===== src/core/spcm_pkg.sv =====
// Constants, frame layout and CRC helpers for the programming interface.
// Assumes one system clock; control and status bits are plain ports.
package spcm_pkg;
	localparam int SPCM_SPI_PAY = 16;
	localparam int SPCM_SPI_FRM = 20;
	localparam logic [3:0] SPCM_CRC4_PRESET = 4'hF;
	localparam logic [3:0] SPCM_CRC4_POLY = 4'h3;
	localparam logic [2:0] SPCM_CRC3_PRESET = 3'h7;
	localparam logic [2:0] SPCM_CRC3_POLY = 3'h3;
	localparam logic [5:0] SPCM_RD_LEN = 6'h10;
	localparam logic [5:0] SPCM_WR_LEN = 6'h20;
	localparam int SPCM_RD_TGT = 9;
	localparam int SPCM_RD_ADR = 3;
	localparam int SPCM_WR_TGT = 25;
	localparam int SPCM_WR_ADR = 19;
	localparam int SPCM_WR_DAT = 3;
	localparam logic [5:0] SPCM_ACC_ADDR = 6'h3F;
	localparam logic [15:0] SPCM_ACC_DATA = 16'h62D2;
	localparam logic [5:0] SPCM_TX_HALVES = 6'h24;
	localparam int SPCM_CNT_W = 16;
	localparam logic [15:0] SPCM_MIN_HALF = 16'h0002;

	// Whole-word SPI CRC, payload bit 15 first
	function automatic logic [3:0] spcm_crc4(input logic [15:0] w);
		logic [3:0] c;
		logic inv;
		c = SPCM_CRC4_PRESET;
		for (int i = 15; i >= 0; i--) begin
			inv = w[i] ^ c[3];
			c = {c[2:0], 1'b0} ^ (inv ? SPCM_CRC4_POLY : 4'h0);
		end
		return c;
	endfunction

	function automatic logic [2:0] spcm_crc3(input logic [2:0] c,
		input logic b, input logic [2:0] p);
		return {c[1:0], 1'b0} ^ ((b ^ c[2]) ? p : 3'h0);
	endfunction
endpackage


===== src/core/spcm_spi_crc.sv =====
// SPI frame CRC: appends C3..C0 on MISO and checks the trailing MOSI CRC.
// Assumes an SPI front end on the same clock giving bit strobes and frame
// start and end pulses.
`timescale 1ns/1ps
`default_nettype none
module spcm_spi_crc
	import spcm_pkg::*;
(
	// Clock and reset
	input wire logic i_sys_clk,
	input wire logic i_rstn,
	// Frame strobes
	input wire logic i_frame_start,
	input wire logic i_frame_end,
	input wire logic i_bit_stb,
	input wire logic i_mosi_bit,
	input wire logic [15:0] i_tx_word,
	input wire logic i_check_en,
	// Results
	output logic o_miso_bit,
	output logic [15:0] o_rx_word,
	output logic o_rx_valid,
	output logic o_crc_err
);
	logic [4:0] cnt_q, cnt_d;
	logic [19:0] rx_q, rx_d;
	logic [15:0] tx_q, tx_d;
	logic [3:0] tcrc_q, tcrc_d;
	logic miso_q, miso_d;
	logic [15:0] word_q, word_d;
	logic val_q, val_d;
	logic err_q, err_d;
	logic [4:0] nxt;
	logic bad;

	always_comb begin
		cnt_d = cnt_q;
		rx_d = rx_q;
		tx_d = tx_q;
		tcrc_d = tcrc_q;
		miso_d = miso_q;
		word_d = word_q;
		val_d = 1'b0;
		err_d = 1'b0;
		nxt = cnt_q + 5'h01;
		bad = spcm_crc4(rx_q[19:4]) != rx_q[3:0];
		if (i_frame_start) begin
			cnt_d = 5'h00;
			tx_d = i_tx_word;
			tcrc_d = spcm_crc4(i_tx_word);
			miso_d = i_tx_word[15];
		end else if (i_bit_stb) begin
			rx_d = {rx_q[18:0], i_mosi_bit};
			if (cnt_q != 5'h1F)
				cnt_d = nxt;
			// Past bit 15 the remainder follows, C3 first
			if (nxt < 5'(SPCM_SPI_PAY))
				miso_d = tx_q[4'(5'd15 - nxt)];
			else if (nxt < 5'(SPCM_SPI_FRM))
				miso_d = tcrc_q[2'(5'd19 - nxt)];
			else
				miso_d = 1'b0;
		end else if (i_frame_end) begin
			if (cnt_q == 5'(SPCM_SPI_PAY)) begin
				word_d = rx_q[15:0];
				val_d = 1'b1;
			end else if (cnt_q == 5'(SPCM_SPI_FRM)) begin
				if (i_check_en && bad) begin
					err_d = 1'b1;
				end else begin
					word_d = rx_q[19:4];
					val_d = 1'b1;
				end
			end
		end
	end

	always_ff @(posedge i_sys_clk or negedge i_rstn) begin
		if (!i_rstn) begin
			cnt_q <= 5'h00;
			rx_q <= 20'h00000;
			tx_q <= 16'h0000;
			tcrc_q <= 4'h0;
			miso_q <= 1'b0;
			word_q <= 16'h0000;
			val_q <= 1'b0;
			err_q <= 1'b0;
		end else begin
			cnt_q <= cnt_d;
			rx_q <= rx_d;
			tx_q <= tx_d;
			tcrc_q <= tcrc_d;
			miso_q <= miso_d;
			word_q <= word_d;
			val_q <= val_d;
			err_q <= err_d;
		end
	end

	assign o_miso_bit = miso_q;
	assign o_rx_word = word_q;
	assign o_rx_valid = val_q;
	assign o_crc_err = err_q;
endmodule
`default_nettype wire


===== src/core/spcm_top.sv =====
// Programming interface core: SPI CRC wrapper plus the addressable
// Manchester command receiver on the supply line, answering on PWM.
// Assumes the supply-line comparator, MOSI and chip-select pins arrive
// asynchronously; register access and angle PWM are same-clock logic.
`timescale 1ns/1ps
`default_nettype none
// Summary of operation
// - CRC appended on MISO past 16 bits
// - MOSI CRC ignored unless check enabled
// - Bad CRC drops packet, sets warning
// - SPI CRC x^4+x+1, preset ones, MSB first
// - CRC sent CRC_REMAINDER_BITS
// - Rising mid-bit zero, falling one, MSB first
// - Die identity from MOSI and chip select
// - Manchester disable ignores supply-line input
// - No action before access code
// - Measure rate per frame, answer alike
// - Read answered on open-drain PWM
// - Manchester mode stops angle output at once
// - Exit code restores angle output
// - Device never starts a transaction
// - Two zero sync bits start frame
// - Writes carry 16 data bits, reads none
// - Target bits select matching die identities
// - All-zero target is broadcast
// - Every frame ends in 3-bit CRC
// - Access code opens mode, always broadcast
// - Other data to all-ones address exits
// - Odd address read zeroes upper byte
module spcm_top
	import spcm_pkg::*;
#(
	parameter logic [2:0] CRC3_POLY = SPCM_CRC3_POLY,
	parameter logic [2:0] CRC3_PRESET = SPCM_CRC3_PRESET,
	parameter int CNT_W = SPCM_CNT_W
) (
	// Clock and reset
	input wire logic i_sys_clk,
	input wire logic i_rstn,
	// Pins
	input wire logic i_vcc_man,
	input wire logic i_mosi_pin,
	input wire logic i_chip_select_n,
	output logic o_pwm_o,
	output logic o_pwm_oe,
	// Configuration
	input wire logic i_manchester_disable,
	input wire logic i_host_crc_check_enable,
	input wire logic i_pwm_output_mode,
	input wire logic i_pwm_angle,
	// SPI frame side
	input wire logic i_spi_frame_start,
	input wire logic i_spi_frame_end,
	input wire logic i_spi_bit_stb,
	input wire logic i_spi_mosi_bit,
	input wire logic [15:0] i_spi_tx_word,
	output logic o_spi_miso_bit,
	output logic [15:0] o_spi_rx_word,
	output logic o_spi_rx_valid,
	input wire logic i_crc_warn_clr,
	output logic o_crc_warn,
	// Register access from Manchester commands
	output logic o_wr_stb,
	output logic [5:0] o_wr_addr,
	output logic [15:0] o_wr_data,
	output logic o_rd_stb,
	output logic [5:0] o_rd_addr,
	input wire logic [15:0] i_rd_data,
	// Status
	output logic o_man_mode,
	output logic [1:0] o_die_id
);
	typedef enum logic [2:0] {
		ST_IDLE, ST_MEAS, ST_RUN, ST_FETCH, ST_TX
	} spcm_st_e;

	logic spi_err;
	logic warn_q, warn_d;

	spcm_spi_crc u_spi_crc (
		.i_sys_clk(i_sys_clk),
		.i_rstn(i_rstn),
		.i_frame_start(i_spi_frame_start),
		.i_frame_end(i_spi_frame_end),
		.i_bit_stb(i_spi_bit_stb),
		.i_mosi_bit(i_spi_mosi_bit),
		.i_tx_word(i_spi_tx_word),
		.i_check_en(i_host_crc_check_enable),
		.o_miso_bit(o_spi_miso_bit),
		.o_rx_word(o_spi_rx_word),
		.o_rx_valid(o_spi_rx_valid),
		.o_crc_err(spi_err)
	);

	// New error wins over a clear in the same cycle
	always_comb warn_d = spi_err | (warn_q & ~i_crc_warn_clr);

	// Three-flop pin synchronisers; a change counts once flops 2 and 3 agree
	logic [2:0] vs_q, ms_q, cs_q;
	logic vcc_q, vcc_d;
	logic [1:0] id_q, id_d;

	always_comb begin
		vcc_d = (vs_q[1] == vs_q[2]) ? vs_q[2] : vcc_q;
		id_d[1] = (ms_q[1] == ms_q[2]) ? ms_q[2] : id_q[1];
		id_d[0] = (cs_q[1] == cs_q[2]) ? cs_q[2] : id_q[0];
	end

	always_ff @(posedge i_sys_clk or negedge i_rstn) begin
		if (!i_rstn) begin
			vs_q <= 3'h7;
			ms_q <= 3'h0;
			cs_q <= 3'h0;
			vcc_q <= 1'b1;
			id_q <= 2'h0;
			warn_q <= 1'b0;
		end else begin
			vs_q <= {vs_q[1:0], i_vcc_man};
			ms_q <= {ms_q[1:0], i_mosi_pin};
			cs_q <= {cs_q[1:0], i_chip_select_n};
			vcc_q <= vcc_d;
			id_q <= id_d;
			warn_q <= warn_d;
		end
	end

	// Manchester receiver and responder
	spcm_st_e st_q, st_d;
	logic [CNT_W-1:0] cnt_q, cnt_d, half_q, half_d;
	logic [5:0] idx_q, idx_d, lenv;
	logic [31:0] sh_q, sh_d, sh_n;
	logic [2:0] crc_q, crc_d;
	logic rd_q, rd_d, mode_q, mode_d, oe_q, oe_d;
	logic wr_q, wr_d, rs_q, rs_d;
	logic [5:0] wa_q, wa_d, ra_q, ra_d, addr;
	logic [15:0] wd_q, wd_d, data;
	logic [17:0] tx_q, tx_d;
	logic [5:0] hn_q, hn_d;
	logic fall, rise, mid, done, ok, hit, drive;
	logic [3:0] tgt;
	logic [CNT_W:0] thr, lim;

	always_comb begin
		st_d = st_q;
		cnt_d = (&cnt_q) ? cnt_q : cnt_q + 1'b1;
		half_d = half_q;
		idx_d = idx_q;
		sh_d = sh_q;
		crc_d = crc_q;
		rd_d = rd_q;
		mode_d = mode_q;
		wr_d = 1'b0;
		wa_d = wa_q;
		wd_d = wd_q;
		rs_d = 1'b0;
		ra_d = ra_q;
		tx_d = tx_q;
		hn_d = hn_q;
		fall = vcc_q & ~vcc_d;
		rise = ~vcc_q & vcc_d;
		thr = {1'b0, half_q} + {2'b00, half_q[CNT_W-1:1]};
		lim = thr + {1'b0, half_q};
		// Edges inside 1.5 half-bits are bit boundaries, later ones mid-bit
		mid = (fall | rise) && {1'b0, cnt_q} >= thr;
		sh_n = {sh_q[30:0], fall};
		lenv = ((idx_q == 6'd2) ? fall : rd_q) ? SPCM_RD_LEN : SPCM_WR_LEN;
		done = 1'b0;
		ok = sh_n[2:0] == crc_q;
		tgt = rd_q ? sh_n[SPCM_RD_TGT +: 4] : sh_n[SPCM_WR_TGT +: 4];
		addr = rd_q ? sh_n[SPCM_RD_ADR +: 6] : sh_n[SPCM_WR_ADR +: 6];
		data = sh_n[SPCM_WR_DAT +: 16];
		// Outside PWM output mode no identity exists, so all is broadcast
		hit = tgt == 4'h0 || !i_pwm_output_mode || tgt[id_q];
		drive = hn_q[0] ? tx_q[17] : ~tx_q[17];
		case (st_q)
			ST_IDLE: begin
				// Only a falling supply edge opens a frame
				if (fall && !i_manchester_disable) begin
					st_d = ST_MEAS;
					cnt_d = '0;
				end
			end
			ST_MEAS: begin
				if (rise) begin
					// First sync half-bit sets this frame's rate
					half_d = cnt_q;
					idx_d = 6'd1;
					sh_d = 32'h0000_0000;
					crc_d = CRC3_PRESET;
					cnt_d = '0;
					st_d = (cnt_q < CNT_W'(SPCM_MIN_HALF)) ? ST_IDLE : ST_RUN;
				end else if (&cnt_q) begin
					st_d = ST_IDLE;
				end
			end
			ST_RUN: begin
				if (mid) begin
					sh_d = sh_n;
					idx_d = idx_q + 6'd1;
					cnt_d = '0;
					if (idx_q == 6'd2)
						rd_d = fall;
					if (idx_q >= 6'd2 && idx_q < lenv - 6'd3)
						crc_d = spcm_crc3(crc_q, fall, CRC3_POLY);
					if (idx_q == 6'd1 && fall)
						st_d = ST_IDLE;
					else if (idx_q + 6'd1 == lenv && idx_q >= 6'd2) begin
						done = 1'b1;
						st_d = ST_IDLE;
					end
				end else if ({1'b0, cnt_q} > lim) begin
					st_d = ST_IDLE;
				end
			end
			ST_FETCH: begin
				tx_d = {2'b00, i_rd_data};
				if (ra_q[0])
					tx_d[15:8] = 8'h00;
				hn_d = 6'd0;
				cnt_d = '0;
				st_d = ST_TX;
			end
			ST_TX: begin
				// Answer uses the half-bit measured on the command
				// Counting 0..half_q gives the host's own half-bit length
				if (cnt_q >= half_q) begin
					cnt_d = '0;
					hn_d = hn_q + 6'd1;
					if (hn_q[0])
						tx_d = {tx_q[16:0], 1'b0};
					if (hn_q + 6'd1 == SPCM_TX_HALVES)
						st_d = ST_IDLE;
				end
			end
			default: st_d = ST_IDLE;
		endcase
		if (i_manchester_disable && st_q != ST_TX && st_q != ST_FETCH)
			st_d = ST_IDLE;
		if (done && ok) begin
			if (!rd_q && addr == SPCM_ACC_ADDR) begin
				// Access and exit ignore the target field
				mode_d = data == SPCM_ACC_DATA;
			end else if (mode_q && hit) begin
				if (rd_q) begin
					rs_d = 1'b1;
					ra_d = addr;
					st_d = ST_FETCH;
				end else begin
					wr_d = 1'b1;
					wa_d = addr;
					wd_d = data;
				end
			end
		end
		// Pin follows the angle only outside Manchester mode
		if (mode_d)
			oe_d = st_d == ST_TX && (st_q == ST_TX ? drive : 1'b1);
		else
			oe_d = ~i_pwm_angle;
		if (st_q == ST_TX && st_d == ST_TX && cnt_d == '0)
			oe_d = mode_d && (hn_q[0] ? ~tx_d[17] : tx_q[17]);
	end

	always_ff @(posedge i_sys_clk or negedge i_rstn) begin
		if (!i_rstn) begin
			st_q <= ST_IDLE;
			cnt_q <= '0;
			half_q <= '0;
			idx_q <= 6'd0;
			sh_q <= 32'h0000_0000;
			crc_q <= 3'h0;
			rd_q <= 1'b0;
			mode_q <= 1'b0;
			oe_q <= 1'b0;
			wr_q <= 1'b0;
			wa_q <= 6'h00;
			wd_q <= 16'h0000;
			rs_q <= 1'b0;
			ra_q <= 6'h00;
			tx_q <= 18'h00000;
			hn_q <= 6'd0;
			o_pwm_o <= 1'b0;
		end else begin
			st_q <= st_d;
			cnt_q <= cnt_d;
			half_q <= half_d;
			idx_q <= idx_d;
			sh_q <= sh_d;
			crc_q <= crc_d;
			rd_q <= rd_d;
			mode_q <= mode_d;
			oe_q <= oe_d;
			wr_q <= wr_d;
			wa_q <= wa_d;
			wd_q <= wd_d;
			rs_q <= rs_d;
			ra_q <= ra_d;
			tx_q <= tx_d;
			hn_q <= hn_d;
			o_pwm_o <= 1'b0;
		end
	end

	assign o_pwm_oe = oe_q;
	assign o_man_mode = mode_q;
	assign o_wr_stb = wr_q;
	assign o_wr_addr = wa_q;
	assign o_wr_data = wd_q;
	assign o_rd_stb = rs_q;
	assign o_rd_addr = ra_q;
	assign o_die_id = id_q;
	assign o_crc_warn = warn_q;
endmodule
`default_nettype wire


===== config.mk =====
export PLATFORM = sky130hd
export DESIGN_NAME = spcm_top
export DESIGN_NICKNAME = d
export VERILOG_FILES = /design/src/core/spcm_pkg.sv /design/src/core/spcm_spi_crc.sv /design/src/core/spcm_top.sv
export SDC_FILE = /design/constraint.sdc
export NUM_CORES = 1
export LEC_CHECK = 0
export ABC_AREA = 1
export BUFFER_PORTS_ARGS = -buffer_cell sky130_fd_sc_hd__buf_4
export CAP_MARGIN = 0
export CELL_PAD_IN_SITES_DETAIL_PLACEMENT = 1
export CELL_PAD_IN_SITES_GLOBAL_PLACEMENT = 1
export CORE_MARGIN = 2
export CORE_UTILIZATION = 41
export CTS_CLUSTER_SIZE = 20
export DETAILED_ROUTE_END_ITERATION = 10
export PLACE_DENSITY = 0.82
export SYNTH_ARGS = -nofsm -noshare
export SYNTH_HDL_FRONTEND = slang
export SYNTH_HIERARCHICAL = 1
export SYNTH_SLANG_ARGS = --single-unit
export TNS_END_PERCENT = 20

===== constraint.sdc =====
create_clock -name i_sys_clk -period 3.89 [get_ports i_sys_clk]
set_clock_uncertainty 0.05 [all_clocks]
set_input_delay 1.167 -clock i_sys_clk [delete_from_list [all_inputs] [get_ports i_sys_clk]]
set_output_delay 1.167 -clock i_sys_clk [all_outputs]
set_load 0.02 [all_outputs]

==> reports/summary.txt <==
Vias in the first global route - 13978
Cell Area, Synth - 0.0132 mm²
Share of layout cells above drive strength 1 - 23.6%
Sequential share of power - 31.3%
Internal - 4.99 mW
Floorplan Core Area - 0.0317 mm²
Count of cell types in the netlist - 56
Fmax - 227 MHz
Setup tns final - -14.93 ns
CTS Buf Count - 25
Post-synthesis async set-or-reset flop share - 100%
Gr usage total - 26.9%
Register Area - 0.00516 mm²
Vias - 12850
TritonCTS clock tree - done
Area grow syn2layout - 26.2%
Clock Sinks - 206
Pwr/cell area - 497 mW/mm²
Main synth FF type - dfrtp_1
Psw - 3.32 mW
Final WL - 46000 µm
Largest net degree at the start of global routing - 94
Worst Tran Pin Value - 0.917 ns
Die area - 0.0338 mm²
#FFs+latches synth - 206
CTS Buffer Depth - 3
Max-slew headroom - 38.0%
Worst path slowest cell - fa_2
Max Cap Violations - 0
Crit end category - flip-flop
Final #Nets - 2047
Routed wl met3 - 1900 µm
Clock Root Buffer - clkbuf_16
Final Max Slew Viols - 0
Post-synth top area cell - dfrtp_1
RD Place Congestion - 0.894
Violated checks - setup timing
Post-route cell area - 0.0167 mm²
Post-DRT Antenna Nets - 0
Port bufs - 98
Total gr overflow - 0
Setup CP Type - reg -> reg
Combinational Power Share - 40.7%
Synth area leaders - dfrtp_1 38%, nand2_1 13%, ha_1 8.9%
Worst min path class - reg -> reg
Setup Viol. Count Final - 78
Avg Inst Size Synth - 7.73 µm²
Post-route setup slack - -0.525 ns
Placed Instance Area - 0.0150 mm²
Status - complete, but fails checks
Pre-Repair DR Iteration Count - 5
Peak VDD IR - 0.312 mV
Wire length on met2 - 23400 µm
Met1 wire length - 18900 µm
Multi-input logic area - 0.00760 mm²
DR top layer - met4
Sw Ratio - 39.9%
Initial Util - 41.8%
Die width - 184 µm
Nature of the critical path startpoint - flip-flop
Fin. Hold Viols - 0
Yosys Warn Count - 6
Site row count - 65
Final Non-Filler Cells - 2324
RSZ-0062 raised after global routing - yes
DRT iter0 DRCs - 854
Initial antenna violation count - 1
Final period utilization - 113%
Critical path data arrival time - 4.80 ns
DR DRC count - 0
H-tree Lvls - 1
Total power - 8.31 mW
Worst path max stage delay - 0.43 ns
Clock period minus worst slack - 4.41 ns
Clk slew on worst S/H paths - 0.07 ns
Clock Latency Late Sink - 0.54 ns
Post-synth EDFFs - 0
Count leader, synth - nand2_1
Post-synth top cells - 455 x nand2_1, 225 x inv_1, 202 x dfrtp_1
Placed insts - 2255
Die H - 184 µm
Critical Path Fanout Max - 6
WL per Instance - 19.8 µm
CP required - 4.27 ns
IO Pins - 100
Global-route wire length before repair - 73100 µm
Net count after synthesis - 1855
Clock Power Share - 28.0%
Hpwl dp - 31100 µm
Filler instances - 3847
Pleak - 8.47 nW
Share of the synthesized area in the top cell type - 38.2%
CP most frequent cell - nand2_1
Sequential area share after synthesis - 39.0%
Vias/cell - 5.53
Syn Inst Count - 1713
cell usage in the layout, fill, tap and decap left out, types with 34 or more instances in the layout:
cell type  netlist  final
a21oi_1         58     44
buf_4            3    189
dfrtp_1        202    202
ha_1            94     85
inv_1          225    216
nand2_1        455    433
nand2_2         41     60
nand3_1        137    131
nor2_1          67     60
o21ai_0        122    112
xor2_1          46     34
through the flow:
step	worst slack, ns	hold slack, ns	utilization (%)
2_1_floorplan	0.00672	0.281	-
3_3_place_gp	-0.336	0.281	47.3
3_5_place_dp	-0.559	0.293	47.3
4_1_cts	-0.434	0.307	51.2
5_1_grt	-0.803	0.312	52.7
6_report	-0.525	0.305	52.7
power groups by stage:
stage / sequential (mW) / combinational (mW) / clock (mW)
CTS: 2.59 / 3.22 / 2.34
floorplan: 2.57 / 2.02 / 0
finish: 2.60 / 3.39 / 2.33
detailed placement: 2.63 / 3.09 / 0
global placement: 2.61 / 2.92 / 0
global route: 2.63 / 3.82 / 2.45
timing repair:
item / 4_1_cts / 5_1_grt
pin swaps: 26 / 46
hold buffers: 0 / 0
gates cloned: 3 / 2
setup buffers: 11 / 9
gates resized for setup: 68 / 75
endpoints found under the setup margin: 79 / 88
sequential cells by signal (all words and copies together), names as in the netlist, 16 cells and up:
register             count
cnt_q                   16
half_q                  16
o_wr_data               16
sh_q                    28
tx_q                    18
u_spi_crc/o_rx_word     16
u_spi_crc/rx_q          20
u_spi_crc/tx_q          16
routing by layer:
metal / vias to the layer above / track usage [%]
met5: - / 0
met4: 0 / 10.8
met3: 131 / 3.39
met1: 6409 / 33.1
met2: 351 / 47.9
li1: 5959 / -
critical path, delay by kind of cell (launching register included):
| kind | cells | cell delay, ns |
|---|---|---|
| xor gates and xnor gates | 2 | 0.37 |
| DFF | 1 | 0.39 |
| AOI/OAI and AO/OA | 4 | 0.79 |
| adders and majority gates | 3 | 1.01 |
| and+or+nand+nor | 14 | 1.26 |
| buffers and inverters | 4 | 0.44 |
cell type report:
class	instances	share of cell area, %
Sequential cell	206	30.9
Antenna cell	1	0.0150
Clock buffer	35	4.15
Timing Repair Buffer	209	10.6
Inverter	234	5.26
Tap cell	402	3.01
Multi-Input combinational cell	1229	45.5
Clock inverter	8	0.577
worst paths after layout:
path / from / end / slack (ns) / cells past startpoint
worst min-delay path: ms_q[0]$_DFF_PN0_ / ms_q[1]$_DFF_PN0_ / 0.31 / 0
min in group asynchronous: i_rstn / sh_q[14]$_DFFE_PN0P_ / 0.58 / 1
max in group asynchronous: i_rstn / u_spi_crc/o_rx_word[12]$_DFFE_PN0P_ / 2.34 / 2
worst max register to register: half_q[1]$_DFFE_PN0P_ / st_q[1]$_DFF_PN0_ / -0.52 / 27
worst max-delay path: half_q[1]$_DFFE_PN0P_ / st_q[1]$_DFF_PN0_ / -0.52 / 27
worst min register to register: ms_q[0]$_DFF_PN0_ / ms_q[1]$_DFF_PN0_ / 0.31 / 0
kinds of logic (layout without fill, tap and decap cells):
group	Yosys count	after routing	share of synthesized area, %
buffers and inverters	279	486	8.41
AOI/OAI and AO/OA	286	286	12.7
xor gates and xnor gates	70	70	4.63
and+or+nand+nor	772	773	25.9
other	1	2	0.0283
adders and majority gates	98	98	9.33
muxes	1	1	0.0850
DFF	206	206	39.0
Note: power is estimated with default switching activity, not from simulation.
